File: src/bfap_defs.svh
// Offsets, field positions, reset values and widths for the flash access protection block.
`ifndef BFAP_DEFS_SVH
`define BFAP_DEFS_SVH

// Word address width of the program flash and of the core's program counter.
`define BFAP_FADDR_W        16
// AXI4-Lite address width and register byte offsets.
`define BFAP_AXI_AW         8
`define BFAP_OFF_CTRL       8'h00
`define BFAP_OFF_LOCK       8'h04
`define BFAP_OFF_STAT       8'h08
// Control register fields.
`define BFAP_CTRL_BUSY      0
`define BFAP_CTRL_REEN      1
`define BFAP_CTRL_VECLDR    2
// Lock register fields: two bits each, a one means unprogrammed.
`define BFAP_LOCK_APP_LO    0
`define BFAP_LOCK_LDR_LO    2
`define BFAP_LOCK_GEN_LO    4
`define BFAP_LOCK_W         6
`define BFAP_LOCK_RST       6'h3F
// Status register fields.
`define BFAP_STAT_HALT      0
`define BFAP_STAT_PROG      1
`define BFAP_STAT_FUSE_LO   4
`define BFAP_STAT_REF_LO    8
`define BFAP_REF_W          8
// AXI responses.
`define BFAP_RESP_OKAY      2'h0
`define BFAP_RESP_SLVERR    2'h2
// Smallest loader section, in words; the largest is eight times this.
`define BFAP_LDR_MIN_WORDS  512

`endif

File: src/bfap_pkg.sv
// Types shared by the flash access protection block and its users.
`include "bfap_defs.svh"
package bfap_pkg;

   // One program memory operation offered by the core.
   typedef struct packed {
      logic                     is_store;
      logic [`BFAP_FADDR_W-1:0] target;
      logic [`BFAP_FADDR_W-1:0] pc;
   } bfap_op_t;

   // Answer to one operation.
   typedef struct packed {
      logic ack;
      logic ok;
      logic rd_invalid;
   } bfap_ans_t;

   // Programming sequencer states.
   typedef enum logic {
      BFAP_IDLE,
      BFAP_PROG
   } bfap_state_t;

endpackage : bfap_pkg

File: src/bfap_top.sv
// Access control and read-while-write arbitration for flash self-programming.
`timescale 1ns/10ps
`include "bfap_defs.svh"

module bfap_top
   import bfap_pkg::*;
#(
   parameter int FLASH_WORDS = 1 << `BFAP_FADDR_W
) (
   input  wire logic                      core_clk,
   input  wire logic                      rstn,
   // Core operations and fetch address.
   input  wire bfap_op_t                  op,
   input  wire logic                      op_valid,
   output bfap_ans_t                      ans,
   output logic                           core_halt,
   output logic                           irq_block,
   // Flash engine.
   output logic                           flash_start,
   output logic [`BFAP_FADDR_W-1:0]       flash_page_addr,
   input  wire logic                      flash_done,
   // Strap fuses and external programming port.
   input  wire logic [1:0]                loader_size_fuses,
   input  wire logic                      chip_erase,
   input  wire logic                      ext_lock_wr,
   input  wire logic [`BFAP_LOCK_W-1:0]   ext_lock_data,
   // AXI4-Lite slave.
   input  wire logic [`BFAP_AXI_AW-1:0]   s_axi_awaddr,
   input  wire logic                      s_axi_awvalid,
   output logic                           s_axi_awready,
   input  wire logic [31:0]               s_axi_wdata,
   input  wire logic [3:0]                s_axi_wstrb,
   input  wire logic                      s_axi_wvalid,
   output logic                           s_axi_wready,
   output logic [1:0]                     s_axi_bresp,
   output logic                           s_axi_bvalid,
   input  wire logic                      s_axi_bready,
   input  wire logic [`BFAP_AXI_AW-1:0]   s_axi_araddr,
   input  wire logic                      s_axi_arvalid,
   output logic                           s_axi_arready,
   output logic [31:0]                    s_axi_rdata,
   output logic [1:0]                     s_axi_rresp,
   output logic                           s_axi_rvalid,
   input  wire logic                      s_axi_rready
);

   localparam int LDR_MIN  = `BFAP_LDR_MIN_WORDS;
   localparam int STALL_SZ = LDR_MIN * 8;
   localparam logic [`BFAP_FADDR_W-1:0] STALL_BASE = `BFAP_FADDR_W'(FLASH_WORDS - STALL_SZ);

   bfap_state_t                state_r;
   logic [1:0]                 fuse_s1_r, fuse_s2_r;
   logic [`BFAP_FADDR_W-1:0]   ldr_base_r;
   logic [`BFAP_LOCK_W-1:0]    lock_r;
   logic                       busy_r, vec_ldr_r, halt_r, start_r;
   logic [`BFAP_FADDR_W-1:0]   page_r;
   logic [`BFAP_REF_W-1:0]     ref_cnt_r;
   bfap_ans_t                  ans_r;
   logic                       irq_r;
   logic                       aw_got_r, w_got_r, awready_r, wready_r, bvalid_r, arready_r, rvalid_r;
   logic [`BFAP_AXI_AW-1:0]    awaddr_r;
   logic [31:0]                wdata_r, rdata_r;
   logic [1:0]                 bresp_r, rresp_r;
   logic                       wstrb0_r;

   // Fuse straps cross in through two flip-flops before use.
   always_ff @(posedge core_clk or negedge rstn) begin
      if (!rstn) begin
         fuse_s1_r <= 2'h0;
         fuse_s2_r <= 2'h0;
      end else begin
         fuse_s1_r <= loader_size_fuses;
         fuse_s2_r <= fuse_s1_r;
      end
   end

   // Loader size grows as the fuse value falls; the largest fills the stall section.
   wire [`BFAP_FADDR_W-1:0] ldr_size_w = `BFAP_FADDR_W'(LDR_MIN << (2'h3 - fuse_s2_r));
   always_ff @(posedge core_clk or negedge rstn) begin
      if (!rstn) begin
         ldr_base_r <= STALL_BASE;
      end else begin
         ldr_base_r <= `BFAP_FADDR_W'(FLASH_WORDS) - ldr_size_w;
      end
   end

   // Section membership of the executing code and of the target page.
   wire pc_in_ldr   = (op.pc >= ldr_base_r);
   wire tgt_in_ldr  = (op.target >= ldr_base_r);
   wire tgt_stall   = (op.target >= STALL_BASE);

   // Lock decode: the low bit programmed blocks writes, the high bit programmed blocks reads.
   wire app_wr_blk  = ~lock_r[`BFAP_LOCK_APP_LO];
   wire app_rd_blk  = ~lock_r[`BFAP_LOCK_APP_LO+1];
   wire ldr_wr_blk  = ~lock_r[`BFAP_LOCK_LDR_LO];
   wire ldr_rd_blk  = ~lock_r[`BFAP_LOCK_LDR_LO+1];
   wire gen_wr_blk  = ~lock_r[`BFAP_LOCK_GEN_LO];
   wire gen_rd_blk  = ~lock_r[`BFAP_LOCK_GEN_LO+1];

   // Store permission: loader code only, any page, subject to locks and no run in progress.
   wire st_ok = pc_in_ldr && !gen_wr_blk
             && (tgt_in_ldr ? !ldr_wr_blk : !app_wr_blk)
             && (state_r == BFAP_IDLE);
   // Load permission: cross-section reads follow the read-lock bits.
   wire ld_ok = !gen_rd_blk
             && !(pc_in_ldr && !tgt_in_ldr && app_rd_blk)
             && !(!pc_in_ldr && tgt_in_ldr && ldr_rd_blk);
   wire op_ok    = op.is_store ? st_ok : ld_ok;
   wire go       = op_valid && op.is_store && st_ok;
   wire rd_inval = op_valid && !op.is_store && ld_ok && busy_r && !tgt_stall;

   // Interrupts are masked when the vectors sit in the other section and the executing section is read-locked.
   wire irq_nxt = ( vec_ldr_r && app_rd_blk && !pc_in_ldr)
               || (!vec_ldr_r && ldr_rd_blk &&  pc_in_ldr);

   // Register bus decode.
   wire do_wr    = aw_got_r && w_got_r && !bvalid_r;
   wire wr_ctrl  = do_wr && (awaddr_r == `BFAP_OFF_CTRL);
   wire wr_lock  = do_wr && (awaddr_r == `BFAP_OFF_LOCK);
   wire wr_hit   = wr_ctrl || wr_lock || (awaddr_r == `BFAP_OFF_STAT);
   wire reen     = wr_ctrl && wstrb0_r && wdata_r[`BFAP_CTRL_REEN];
   wire rd_take  = s_axi_arvalid && arready_r;

   // Programming sequencer: state and halt follow the run; done drops halt on the next edge.
   always_ff @(posedge core_clk or negedge rstn) begin
      if (!rstn) begin
         state_r <= BFAP_IDLE;
         halt_r  <= 1'b0;
         start_r <= 1'b0;
         page_r  <= '0;
      end else begin
         start_r <= go;
         if (go) begin
            state_r <= BFAP_PROG;
            halt_r  <= tgt_stall;
            page_r  <= op.target;
         end else if (state_r == BFAP_PROG && flash_done) begin
            state_r <= BFAP_IDLE;
            halt_r  <= 1'b0;
         end
      end
   end

   // Busy flag: set by a start, cleared only by an idle reenable write; set wins.
   always_ff @(posedge core_clk or negedge rstn) begin
      if (!rstn) begin
         busy_r <= 1'b0;
      end else if (go) begin
         busy_r <= 1'b1;
      end else if (reen && state_r == BFAP_IDLE) begin
         busy_r <= 1'b0;
      end
   end

   // Lock bits only move toward programmed; only chip erase or reset returns them.
   always_ff @(posedge core_clk or negedge rstn) begin
      if (!rstn) begin
         lock_r <= `BFAP_LOCK_RST;
      end else if (chip_erase) begin
         lock_r <= `BFAP_LOCK_RST;
      end else begin
         lock_r <= lock_r & (ext_lock_wr ? ext_lock_data : '1)
                          & ((wr_lock && wstrb0_r) ? wdata_r[`BFAP_LOCK_W-1:0] : '1);
      end
   end

   // Answers to the core and the refused-operation count.
   always_ff @(posedge core_clk or negedge rstn) begin
      if (!rstn) begin
         ans_r     <= '0;
         irq_r     <= 1'b0;
         ref_cnt_r <= '0;
         vec_ldr_r <= 1'b0;
      end else begin
         ans_r <= '{ack: op_valid, ok: op_valid && op_ok, rd_invalid: rd_inval};
         irq_r <= irq_nxt;
         if (op_valid && !op_ok) begin
            ref_cnt_r <= ref_cnt_r + 1'b1;
         end
         if (wr_ctrl && wstrb0_r) begin
            vec_ldr_r <= wdata_r[`BFAP_CTRL_VECLDR];
         end
      end
   end

   // AXI write channels: each is taken once, the response follows both.
   always_ff @(posedge core_clk or negedge rstn) begin
      if (!rstn) begin
         aw_got_r  <= 1'b0;
         w_got_r   <= 1'b0;
         awready_r <= 1'b1;
         wready_r  <= 1'b1;
         bvalid_r  <= 1'b0;
         bresp_r   <= `BFAP_RESP_OKAY;
         awaddr_r  <= '0;
         wdata_r   <= '0;
         wstrb0_r  <= 1'b0;
      end else begin
         if (s_axi_awvalid && awready_r) begin
            aw_got_r  <= 1'b1;
            awready_r <= 1'b0;
            awaddr_r  <= s_axi_awaddr;
         end
         if (s_axi_wvalid && wready_r) begin
            w_got_r  <= 1'b1;
            wready_r <= 1'b0;
            wdata_r  <= s_axi_wdata;
            wstrb0_r <= s_axi_wstrb[0]; // The master may drop the strobe once W is taken.
         end
         if (do_wr) begin
            aw_got_r <= 1'b0;
            w_got_r  <= 1'b0;
            bvalid_r <= 1'b1;
            bresp_r  <= wr_hit ? `BFAP_RESP_OKAY : `BFAP_RESP_SLVERR;
         end
         if (bvalid_r && s_axi_bready) begin
            bvalid_r  <= 1'b0;
            awready_r <= 1'b1;
            wready_r  <= 1'b1;
         end
      end
   end

   // Read data views.
   wire [31:0] ctrl_view = {29'h0, vec_ldr_r, 1'b0, busy_r};
   wire [31:0] lock_view = {26'h0, lock_r};
   wire [31:0] stat_view = {16'h0, ref_cnt_r, 2'h0, fuse_s2_r, 2'h0, (state_r == BFAP_PROG), halt_r};

   // AXI read channel: one beat, answered the cycle after the address is taken.
   always_ff @(posedge core_clk or negedge rstn) begin
      if (!rstn) begin
         arready_r <= 1'b1;
         rvalid_r  <= 1'b0;
         rdata_r   <= '0;
         rresp_r   <= `BFAP_RESP_OKAY;
      end else if (rd_take) begin
         arready_r <= 1'b0;
         rvalid_r  <= 1'b1;
         rresp_r   <= `BFAP_RESP_OKAY;
         unique case (s_axi_araddr)
            `BFAP_OFF_CTRL: rdata_r <= ctrl_view;
            `BFAP_OFF_LOCK: rdata_r <= lock_view;
            `BFAP_OFF_STAT: rdata_r <= stat_view;
            default: begin
               rdata_r <= '0;
               rresp_r <= `BFAP_RESP_SLVERR;
            end
         endcase
      end else if (rvalid_r && s_axi_rready) begin
         rvalid_r  <= 1'b0;
         arready_r <= 1'b1;
      end
   end

   // Outputs, all straight from flip-flops.
   assign ans             = ans_r;
   assign core_halt       = halt_r;
   assign irq_block       = irq_r;
   assign flash_start     = start_r;
   assign flash_page_addr = page_r;
   assign s_axi_awready   = awready_r;
   assign s_axi_wready    = wready_r;
   assign s_axi_bvalid    = bvalid_r;
   assign s_axi_bresp     = bresp_r;
   assign s_axi_arready   = arready_r;
   assign s_axi_rvalid    = rvalid_r;
   assign s_axi_rdata     = rdata_r;
   assign s_axi_rresp     = rresp_r;

   // Checks on the sequencer, flags and lock decoding.
   a_app_store_none: assert property (@(posedge core_clk) disable iff (!rstn)
      (op_valid && op.is_store && !pc_in_ldr) |=> (!start_r && !ans.ok))
      else $error("Store from application code was granted.");
   a_gen_wlock: assert property (@(posedge core_clk) disable iff (!rstn)
      (op_valid && op.is_store && !lock_r[`BFAP_LOCK_GEN_LO]) |=> !flash_start)
      else $error("Store started under general write lock.");
   a_gen_rlock: assert property (@(posedge core_clk) disable iff (!rstn)
      (op_valid && !op.is_store && !lock_r[`BFAP_LOCK_GEN_LO+1]) |=> (ans.ack && !ans.ok))
      else $error("Load granted under general read lock.");
   a_stall_halt: assert property (@(posedge core_clk) disable iff (!rstn)
      core_halt == (state_r == BFAP_PROG && page_r >= STALL_BASE))
      else $error("Core not halted for stall section programming.");
   a_rww_run: assert property (@(posedge core_clk) disable iff (!rstn)
      (go && !tgt_stall) |=> !core_halt)
      else $error("Core halted for concurrent section programming.");
   a_halt_release: assert property (@(posedge core_clk) disable iff (!rstn)
      (state_r == BFAP_PROG && flash_done) |=> (!core_halt && state_r == BFAP_IDLE))
      else $error("Halt not released when programming finished.");
   a_busy_hold: assert property (@(posedge core_clk) disable iff (!rstn)
      (busy_r && !reen) |=> busy_r)
      else $error("Busy flag dropped without a reenable write.");
   a_busy_set: assert property (@(posedge core_clk) disable iff (!rstn)
      go |=> (busy_r && state_r == BFAP_PROG))
      else $error("Busy flag not set by a started programming run.");
   a_lock_mono: assert property (@(posedge core_clk) disable iff (!rstn)
      !chip_erase |=> ((lock_r & ~$past(lock_r)) == '0))
      else $error("Lock bit returned to unprogrammed without chip erase.");
   a_refuse_quiet: assert property (@(posedge core_clk) disable iff (!rstn)
      (op_valid && !op_ok && state_r == BFAP_IDLE && !reen) |=> (!flash_start && $stable(busy_r) && !core_halt))
      else $error("Refused operation had an effect.");

endmodule : bfap_top

File: config.mk
export PLATFORM = sky130hd
export DESIGN_NAME = bfap_top
export DESIGN_NICKNAME = d
export VERILOG_FILES = /design/src/bfap_pkg.sv /design/src/bfap_top.sv
export VERILOG_INCLUDE_DIRS = /design/src /design/src/src
export SDC_FILE = /design/constraint.sdc
export NUM_CORES = 1
export LEC_CHECK = 0
export BUFFER_PORTS_ARGS = -buffer_cell sky130_fd_sc_hd__buf_2
export CORE_MARGIN = 5
export CORE_UTILIZATION = 26
export DETAILED_ROUTE_END_ITERATION = 8
export REMOVE_ABC_BUFFERS = 1
export SYNTH_ARGS = -nofsm -noshare
export SYNTH_HDL_FRONTEND = slang
export SYNTH_SLANG_ARGS = --single-unit
File: constraint.sdc
create_clock -name core_clk -period 3 [get_ports core_clk]
set_input_delay 0.15 -clock core_clk [delete_from_list [all_inputs] [get_ports core_clk]]
set_output_delay 0.15 -clock core_clk [all_outputs]
set_load 0.02 [all_outputs]
* Yosys cells after proc, flatten, opt, wreduce, memory -nomap -nowiden
Cells that the tools add are included.
Cells by class: bitwise gates (word level) 5, $add $sub $neg 3, muxes and demuxes 27, order comparisons 3, reductions and logical operators 58, shift-type cells 1, eq/ne operators 4
Operators with widths (count):
- one-hot mux 16 bit (3 select lines) | 1
- logical AND 1 bit | 35
- greater-or-equal comparator 16 bit | 2
- two-way mux 1 bit | 21
- two-way mux 6 bit | 3
- equality test 8 x 3 -> 1 bit, second input constant | 2
- equality test 8 x 4 -> 1 bit, second input constant | 2
- greater-or-equal comparator 16 bit, second input constant | 1
- logical NOT 8 bit | 2
- nonzero test 2 bit | 8
- << shifter 10 x 2 -> 16 bit, first input constant | 1
- subtractor 1 x 16 -> 16 bit, first input constant | 1
- AND 6 bit | 2
- logical NOT 1 bit | 9
- adder 8 x 1 -> 8 bit, second input constant | 1
- two-way mux 2 bit | 2
- logical OR 1 bit | 3
- inverter 1 bit | 3
- OR reduction 3 bit | 1
- subtractor 2 bit, first input constant | 1
Word-level totals: input bits 104, word-level logic and storage cells 129, output and inout port bits 63, register bits 117

* Depth between registers and ports, before layout
Gate-level depths: netlist of the first run.
depth after elaboration 10, depth in mapped cells 9, depth with buffers taken out 8

* Least setup slack after synthesis of the first run
Ideal clock, no wire load.
path kind flip-flop to flip-flop, from register ldr_base_r[13], to register page_r[0], in the netlist flash_page_addr[0], data required time 2875 ps, library setup time 125 ps, setup slack 372 ps, path buffers 1, stages on the path, launching flop included 10, arrival 2503 ps, cells stage by stage dfstp_2 inv_1 ha_1 a211oi_2 o21ba_2 nand3_2 a2111oi_4 and2_4 buf_12 mux2_4
Between the ends: word-level cells in the longest chain between the ends 5, elaborated cells on any way between the ends 7, classes of those cells order compare: 2; mux: 1; reduce/logical: 4
RTL lines:
- from (decl) | line bfap_top.sv:53 | logic [`BFAP_FADDR_W-1:0] ldr_base_r;
- from (signal assigned) | line bfap_top.sv:83 | ldr_base_r <= `BFAP_FADDR_W'(FLASH_WORDS) - ldr_size_w;
- greater-or-equal comparator 16 bit, on equally long branches | line bfap_top.sv:89, bfap_top.sv:88
- two-way mux 1 bit or logical AND 1 bit (tied branches) | line bfap_top.sv:102, bfap_top.sv:101
- logical AND 1 bit (*) | line bfap_top.sv:102 | && (tgt_in_ldr ? !ldr_wr_blk : !app_wr_blk)
- logical AND 1 bit (*) | line bfap_top.sv:103 | && (state_r == BFAP_IDLE);
- logical AND 1 bit (*) | line bfap_top.sv:109 | wire go = op_valid && op.is_store && st_ok;
- to (signal assigned) | line bfap_top.sv:136 | page_r <= op.target;
- to (decl) | line bfap_top.sv:56 | logic [`BFAP_FADDR_W-1:0] page_r;
Every way passes the cells marked *; elsewhere a longest branch is shown, timed or not. A chain may end at the register's enable or synchronous reset.

* Worst setup path in the final report of the first run
from register ldr_base_r[13], to register page_r[7], in the netlist flash_page_addr[7]
Same word-level chain as after synthesis.

==> impl_metrics.env, run 1 <==
export IMPL_status="complete, no violations"
export IMPL_cap_violations=0
export IMPL_multiInputGateArea_um2=1639
export IMPL_antenna_cells=0
export IMPL_initial_core_util_pct=26.45
export IMPL_cts_buffers=9
export IMPL_relSlewSlack_pct=42.40
export IMPL_wl_per_cell_um=15.00
export IMPL_yosys_warnings=0
export IMPL_grt_start_max_net_pins=68
export IMPL_post_route_period_util_pct=91.93
export IMPL_grt_pass1_wl_um=15230
export IMPL_seq_area_frac_synth_pct=54.72
export IMPL_synth_top_area_share_pct=46.85
export IMPL_fmax_ghz=0.3626
export IMPL_fp_dieW_um=134.1
export IMPL_die_area_um2=17990
export IMPL_drc=0
export IMPL_drtIter0Drc=92
export IMPL_antenna_found_initial=0
export IMPL_clock_insertion_delay_worst_skew_ns=0.34
export IMPL_overflow=0
export IMPL_p_leak_nw=2.478
export IMPL_ir_drop_uv=444.9
export IMPL_placed_cells=613
export IMPL_worst_hold_path_type="primary input to register"
export IMPL_crit_fanout=20
export IMPL_setup_worst_path_end="flash_page_addr[7]"
export IMPL_final_nets=561
export IMPL_yosysTopAreaCell="dfrtp_1"
export IMPL_crit_chain="inv_1, ha_1, nand2_1, o21ai_0, nor2_1, a2111oi_4, and2_4, mux2_4"
export IMPL_place_hpwl_um=7326
export IMPL_mostFrequentLayoutCells="buf_2 (107), dfrtp_1 (75), nand2_1 (24)"
export IMPL_syn_inst=317
export IMPL_period_minus_slack_ns=2.758
export IMPL_synth_area_per_cell_um2=12.64
export IMPL_clkPwrFrac_pct=29.3
export IMPL_die_h_um=134.1
export IMPL_finalHoldViolations=0
export IMPL_htree_levels=3
export IMPL_root_buffer="clkbuf_16"
export IMPL_cts_tree="built"
export IMPL_netSwitchingFraction_pct=31.63
export IMPL_syn_to_final_growth_pct=26.05
export IMPL_fin_skew_ns=0.005955
export IMPL_power_switching_mw=1.231
export IMPL_finalWorstSetupSlack_ns=0.2422
export IMPL_dp_slack_ns=0.2544
export IMPL_crit_path_start="ldr_base_r[13]"
export IMPL_layout_cells_non_filler=634
export IMPL_io_buffer_count=108
export IMPL_r2r_start="ldr_base_r[13]"
export IMPL_drv_slew=0
export IMPL_rsz0062_at_grt="false"
export IMPL_synth_edf_count=0
export IMPL_reg2reg_to="flash_page_addr[7]"
export IMPL_critPathTopFamily="compound AO/OA/AOI/OAI gates"
export IMPL_final_common_cell="buf_2"
export IMPL_holdWs_ns=0.01604
export IMPL_combPwrFrac_pct=25.7
export IMPL_ant_nets=0
export IMPL_grt_pass1_vias=2863
export IMPL_synth_seq_cells=87
export IMPL_cp_required_ns=3.22
export IMPL_tightest_slew_ns=0.8639
export IMPL_seq_area_um2=2192
export IMPL_pwr_density_cell_nw_per_um2=771.0
export IMPL_synth_area_um2=4006
export IMPL_cpPeakStageDelay_ns=0.51
export IMPL_num_vias=2811
export IMPL_p_seq_share_pct=45.0
export IMPL_slowest_stage="dfstp_2"
export IMPL_track_usage_pct=10.87
export IMPL_critPathCaptureType="register"
export IMPL_setup_tns_ns=0
export IMPL_arrival_ns=2.98
export IMPL_ys_flop_type="dfrtp_1"
export IMPL_core_um2=15150
export IMPL_gp_congestion=0.7495
export IMPL_fillers=1533
export IMPL_synth_area_leaders="dfrtp_1 (47%), dfstp_2 (7.9%), mux2_4 (6.0%)"
export IMPL_drtPass1Iterations=5
export IMPL_cts_resized=0
export IMPL_rrSetupSlack_ns=0.24
export IMPL_synthArstFlopShare_pct=100.0
export IMPL_clock_sinks=87
export IMPL_setup_viol=0
export IMPL_r2r_cells=8
export IMPL_clk_pin_slew_ns=0.06
export IMPL_yosysUniqueCellTypes=45
export IMPL_startpoint_type="register"
export IMPL_path_buf_inv=1
export IMPL_vias_per_cell=4.434
export IMPL_cts_path_max_buffers=2
export IMPL_wl_um=9510
export IMPL_post_route_cells_drive_above_1_share_pct=41.03
export IMPL_ios=167
export IMPL_cp_depth=8
export IMPL_core_rowCount=45
export IMPL_crit_type="register to register"
export IMPL_internal_power_mw=2.662
==> stage by stage <==
stage               power, mW  util [%]  instance area [µm²]
floorplan               2.401         -                 3884
global placement        2.741     30.98                 4692
detailed placement      2.785     30.98                 4692
CTS                     3.962     33.34                 5050
global route            4.146     33.34                 5050
finish                  3.893     33.34                 5050
==> sequential cells by signal (all words and copies together), names as in the netlist, 2 cells and up <==
signal / cells
fuse_s1_r: 2
ans: 3
awaddr_r: 8
lock_r: 6
fuse_s2_r: 2
ldr_base_r: 6
wdata_r: 6
ref_cnt_r: 8
s_axi_rdata: 14
flash_page_addr: 16
==> worst min-delay path by stage <==
stage,startpoint,cells past startpoint,slack (ns),end
after floorplan,rstn,0,-0.15,ans[0]
after detailed placement,loader_size_fuses[1],1,0.26,fuse_s1_r[1]
after CTS,s_axi_rready,3,0.0009,s_axi_arready
after global routing,s_axi_bready,2,0.02,s_axi_bvalid
final,s_axi_arvalid,2,0.02,s_axi_arready
after global placement,loader_size_fuses[0],1,0.26,fuse_s1_r[0]
==> worst reg2reg max path, stage by stage, from the launching register on <==
cell       delay [ns]
dfstp_2          0.51
inv_1            0.08
ha_1             0.33
nand2_1          0.07
o21ai_0          0.31
nor2_1           0.16
a2111oi_4        0.39
and2_4           0.44
mux2_4           0.34
==> synth_stat cells (all sizes together), types with 3 or more instances <==
master,n
a22oi,3
o21ai,9
o31ai,6
a21o,3
nand2,24
buf,22
inv,14
nor4,4
ha,16
dfstp,12
nor3,7
dfrtp,75
o221ai,6
mux2i,4
a22o,8
xor2,7
nor2,6
nand3,4
mux2,33
nand2b,9
a21oi,11
nand4,7
==> power by group through the flow <==
| stage | sequential (mW) | combinational (mW) | clock, mW |
|---|---|---|---|
| 2_1_floorplan | 1.89 | 0.512 | 0 |
| 3_3_place_gp | 1.76 | 0.981 | 0 |
| 3_5_place_dp | 1.78 | 1.01 | 0 |
| 4_1_cts | 1.76 | 1.02 | 1.19 |
| 5_1_grt | 1.81 | 1.10 | 1.23 |
| 6_report | 1.75 | 1.00 | 1.14 |
==> logic make-up after synthesis <==
kind of cell / Yosys count / synth area share, %
fa+ha+maj: 16 / 4.997
buf+inv: 38 / 6.246
simple gates: 73 / 9.587
xor+xnor: 7 / 1.530
flops: 87 / 54.72
other cells: 2 / 0.1875
mux: 37 / 11.77
compound gates: 57 / 10.96
==> routing by layer <==
metal | vias up | wire length (µm) | track usage (%)
met1 | 1354 | 4311 | 14.10
met3 | 8 | 640 | 3.713
li1 | 1349 | - | -
met5 | - | 0 | 0
met2 | 100 | 4435 | 17.07
met4 | 0 | 123 | 3.676
==> area by class of cell <==
class                   count  area share (%)
clock buffers              10           4.732
clock inverters             6           1.363
inverters                  14           1.041
multi-input cells         212           32.46
flip-flops and latches     87           43.41
well taps                 188           4.658
repair buffers            117           12.34
==> what timing repair did <==
| action | in CTS | in global routing |
|---|---|---|
| endpoints found under the hold margin | 61 | 0 |
| hold buffers | 5 | 0 |
| buffers inserted | 0 | 0 |
No activity file was read; power rests on OpenSTA's default activity.
==> run 2, diff against run 1 <==
--- a/config.mk
+++ b/config.mk
@@ -6,6 +6,7 @@
 export SDC_FILE = /design/constraint.sdc
 export NUM_CORES = 1
 export LEC_CHECK = 0
+export ABC_AREA = 1
 export BUFFER_PORTS_ARGS = -buffer_cell sky130_fd_sc_hd__buf_2
 export CORE_MARGIN = 5
 export CORE_UTILIZATION = 26
==> run 2 against run 1 <==
Final area up 9.7%. Count of clock-buffer cells in the layout up 1. Sequential power down 4%. Total power up 0.87%. Final cell count up 34%. Setup slack better by 0.40 ns. Wire length up 12%. Clock skew up 0.0028 ns. Synthesized area up 5.4%. Fmax up 17%.
==> impl_metrics.env, run 2 <==
export IMPL_status="complete, no violations"
export IMPL_post_route_cells_drive_above_1_share_pct=26.11
export IMPL_initial_core_util_pct=26.59
export IMPL_num_vias=3432
export IMPL_r2r_cells=12
export IMPL_cp_required_ns=3.23
export IMPL_final_util_pct=34.88
export IMPL_track_usage_pct=11.55
export IMPL_cts_resized=0
export IMPL_critPathTopFamily="simple AND/OR/NAND/NOR gates"
export IMPL_overflow=0
export IMPL_holdWs_ns=0.01355
export IMPL_grt_pass1_vias=3275
export IMPL_core_um2=15890
export IMPL_yosys_warnings=0
export IMPL_fmax_ghz=0.4249
export IMPL_syn_to_final_growth_pct=31.16
export IMPL_synth_compound_area_share_pct=7.198
export IMPL_root_buffer="clkbuf_16"
export IMPL_yosysUniqueCellTypes=35
export IMPL_clock_insertion_delay_worst_skew_ns=0.34
export IMPL_r2r_start="ldr_base_r[13]"
export IMPL_clk_pin_slew_ns=0.06
export IMPL_final_nets=747
export IMPL_crit_fanout=11
export IMPL_startpoint_type="register"
export IMPL_yosysTopAreaCell="dfrtp_1"
export IMPL_tightest_slew_ns=0.7830
export IMPL_syn_inst=483
export IMPL_cap_violations=0
export IMPL_fp_dieW_um=137.5
export IMPL_crit_chain="inv_1, ha_1, nand2_2, inv_1, a21oi_2, nand2_1, nor2_2, nand3_1, nand3_2, nand3_2, nand2_1, nand2_1"
export IMPL_pwr_density_cell_nw_per_um2=708.8
export IMPL_worst_hold_path_type="primary input to register"
export IMPL_finalWorstSetupSlack_ns=0.6466
export IMPL_drtIter0Drc=96
export IMPL_clock_sinks=87
export IMPL_seq_area_frac_synth_pct=51.90
export IMPL_grt_pass1_wl_um=16600
export IMPL_rrSetupSlack_ns=0.65
export IMPL_gp_congestion=0.7828
export IMPL_setup_tns_ns=0
export IMPL_reg2reg_to="ref_cnt_r[4]"
export IMPL_place_hpwl_um=7862
export IMPL_synth_seq_cells=87
export IMPL_postCtsSetupBuffers=0
export IMPL_vias_per_cell=4.047
export IMPL_setup_worst_path_end="ref_cnt_r[4]"
export IMPL_relSlewSlack_pct=47.80
export IMPL_synth_top_family_by_area="simple AND/OR/NAND/NOR gates"
export IMPL_synth_common_cells="nand2_1 (171), dfrtp_1 (75), inv_1 (56), buf_4 (23)"
export IMPL_cts_tree="built"
export IMPL_synthArstFlopShare_pct=100.0
export IMPL_io_buffer_count=109
export IMPL_synth_most_common_cell="nand2_1"
export IMPL_synth_adder_area_share_pct=4.739
export IMPL_finalHoldViolations=0
export IMPL_cpPeakStageDelay_ns=0.51
export IMPL_wl_per_cell_um=12.55
export IMPL_p_leak_nw=3.014
export IMPL_post_route_period_util_pct=78.45
export IMPL_synth_area_leaders="dfrtp_1 (44%), nand2_1 (15%), dfstp_2 (7.5%)"
export IMPL_wl_um=10650
export IMPL_arrival_ns=2.58
export IMPL_core_rowCount=46
export IMPL_yosys_area_share_simple_pct=24.08
export IMPL_fin_skew_ns=0.008763
export IMPL_cts_path_max_buffers=2
export IMPL_synth_area_um2=4224
export IMPL_drtPass1Iterations=4
export IMPL_largest_reg_flops=16
export IMPL_grt_start_max_net_pins=59
export IMPL_antenna_cells=0
export IMPL_dp_slack_ns=0.5843
export IMPL_path_buf_inv=2
export IMPL_synth_xor_area_share_pct=1.244
export IMPL_critPathCaptureType="register"
export IMPL_crit_type="register to register"
export IMPL_setup_viol=0
export IMPL_htree_levels=3
export IMPL_ir_drop_uv=381.4
export IMPL_final_common_cell="nand2_1"
export IMPL_ios=167
export IMPL_drc=0
export IMPL_ant_nets=0
export IMPL_cp_depth=12
export IMPL_period_minus_slack_ns=2.353
export IMPL_die_area_um2=18900
export IMPL_rsz0062_at_grt="false"
export IMPL_mostFrequentLayoutCells="nand2_1 (171), buf_2 (108), dfrtp_1 (75)"
export IMPL_ys_flop_type="dfrtp_1"
export IMPL_drv_slew=0
export IMPL_cts_buffers=9
export IMPL_cp_common_cell="nand2_1"
export IMPL_synth_edf_count=0
export IMPL_slowest_stage="dfstp_2"
export IMPL_crit_path_start="ldr_base_r[13]"
export IMPL_antenna_found_initial=0
export IMPL_synth_mux_area_share_pct=0
export IMPL_synth_top_area_share_pct=44.43
export IMPL_die_h_um=137.5
export IMPL_synth_area_per_cell_um2=8.745
==> run 2: power breakdown <==
| group | switching, mW | leakage [nW] | internal [mW] | total, mW |
|---|---|---|---|---|
| clock network | 0.456 | 0.156 | 0.752 | 1.21 |
| logic | 0.661 | 1.78 | 0.374 | 1.04 |
| registers | 0.197 | 1.08 | 1.49 | 1.68 |
| total | 1.31 | 3.01 | 2.61 | 3.93 |
==> run 2: repair_timing <==
action                                 4_1_cts  5_1_grt
hold buffers                                28        0
setup endpoints to repair                    0        0
endpoints found under the hold margin       72        0
==> run 2: tightest hold or removal path, delay by kind of cell <==
kind	cells	cell delay (ns)
and+or+nand+nor	2	0.08
buffers and inverters	1	0.08
==> run 2: worst min-delay path by stage <==
stage | from | end | cells past startpoint
final | s_axi_awaddr[0] | awaddr_r[0] | 3
after global routing | s_axi_awaddr[0] | awaddr_r[0] | 3
after CTS | s_axi_awaddr[0] | awaddr_r[0] | 3
after detailed placement | loader_size_fuses[0] | fuse_s1_r[0] | 1
after global placement | loader_size_fuses[0] | fuse_s1_r[0] | 1
after floorplan | rstn | ans[0] | 0
==> run 2: cell families after synthesis <==
| group | after synthesis |
|---|---|
| compound gates | 48 |
| xor+xnor | 6 |
| fa+ha+maj | 16 |
| buf+inv | 90 |
| flops | 87 |
| other cells | 2 |
| simple gates | 234 |
==> run 2: metal layers <==
metal	wire (µm)	vias to the layer above	part of all wire, %	global-route usage (%)
met5	0	-	0	0
met4	170	0	1.6	4.490
met3	645	12	6.1	3.287
met2	4796	91	45	17.84
met1	5034	1539	47	15.28
li1	-	1790	-	-
==> run 2: cell type report <==
cell class                      count  area, µm²
Multi-Input combinational cell    326       1657
Inverter                           61      231.5
Fill cell                        1678      10340
Clock inverter                      5      81.33
Tap cell                          216      270.3
Sequential cell                    87       2192
Clock buffer                       11      242.7
Timing Repair Buffer              142      865.8
==> run 2: through the flow <==
stage / cell area, µm² / cells / power, mW
floorplan: 4080 / 474 / 2.330
global route: 5540 / 848 / 4.199
detailed placement: 4936 / 804 / 2.719
CTS: 5540 / 848 / 3.993
global placement: 4936 / 804 / 2.698
finish: 5540 / 848 / 3.927
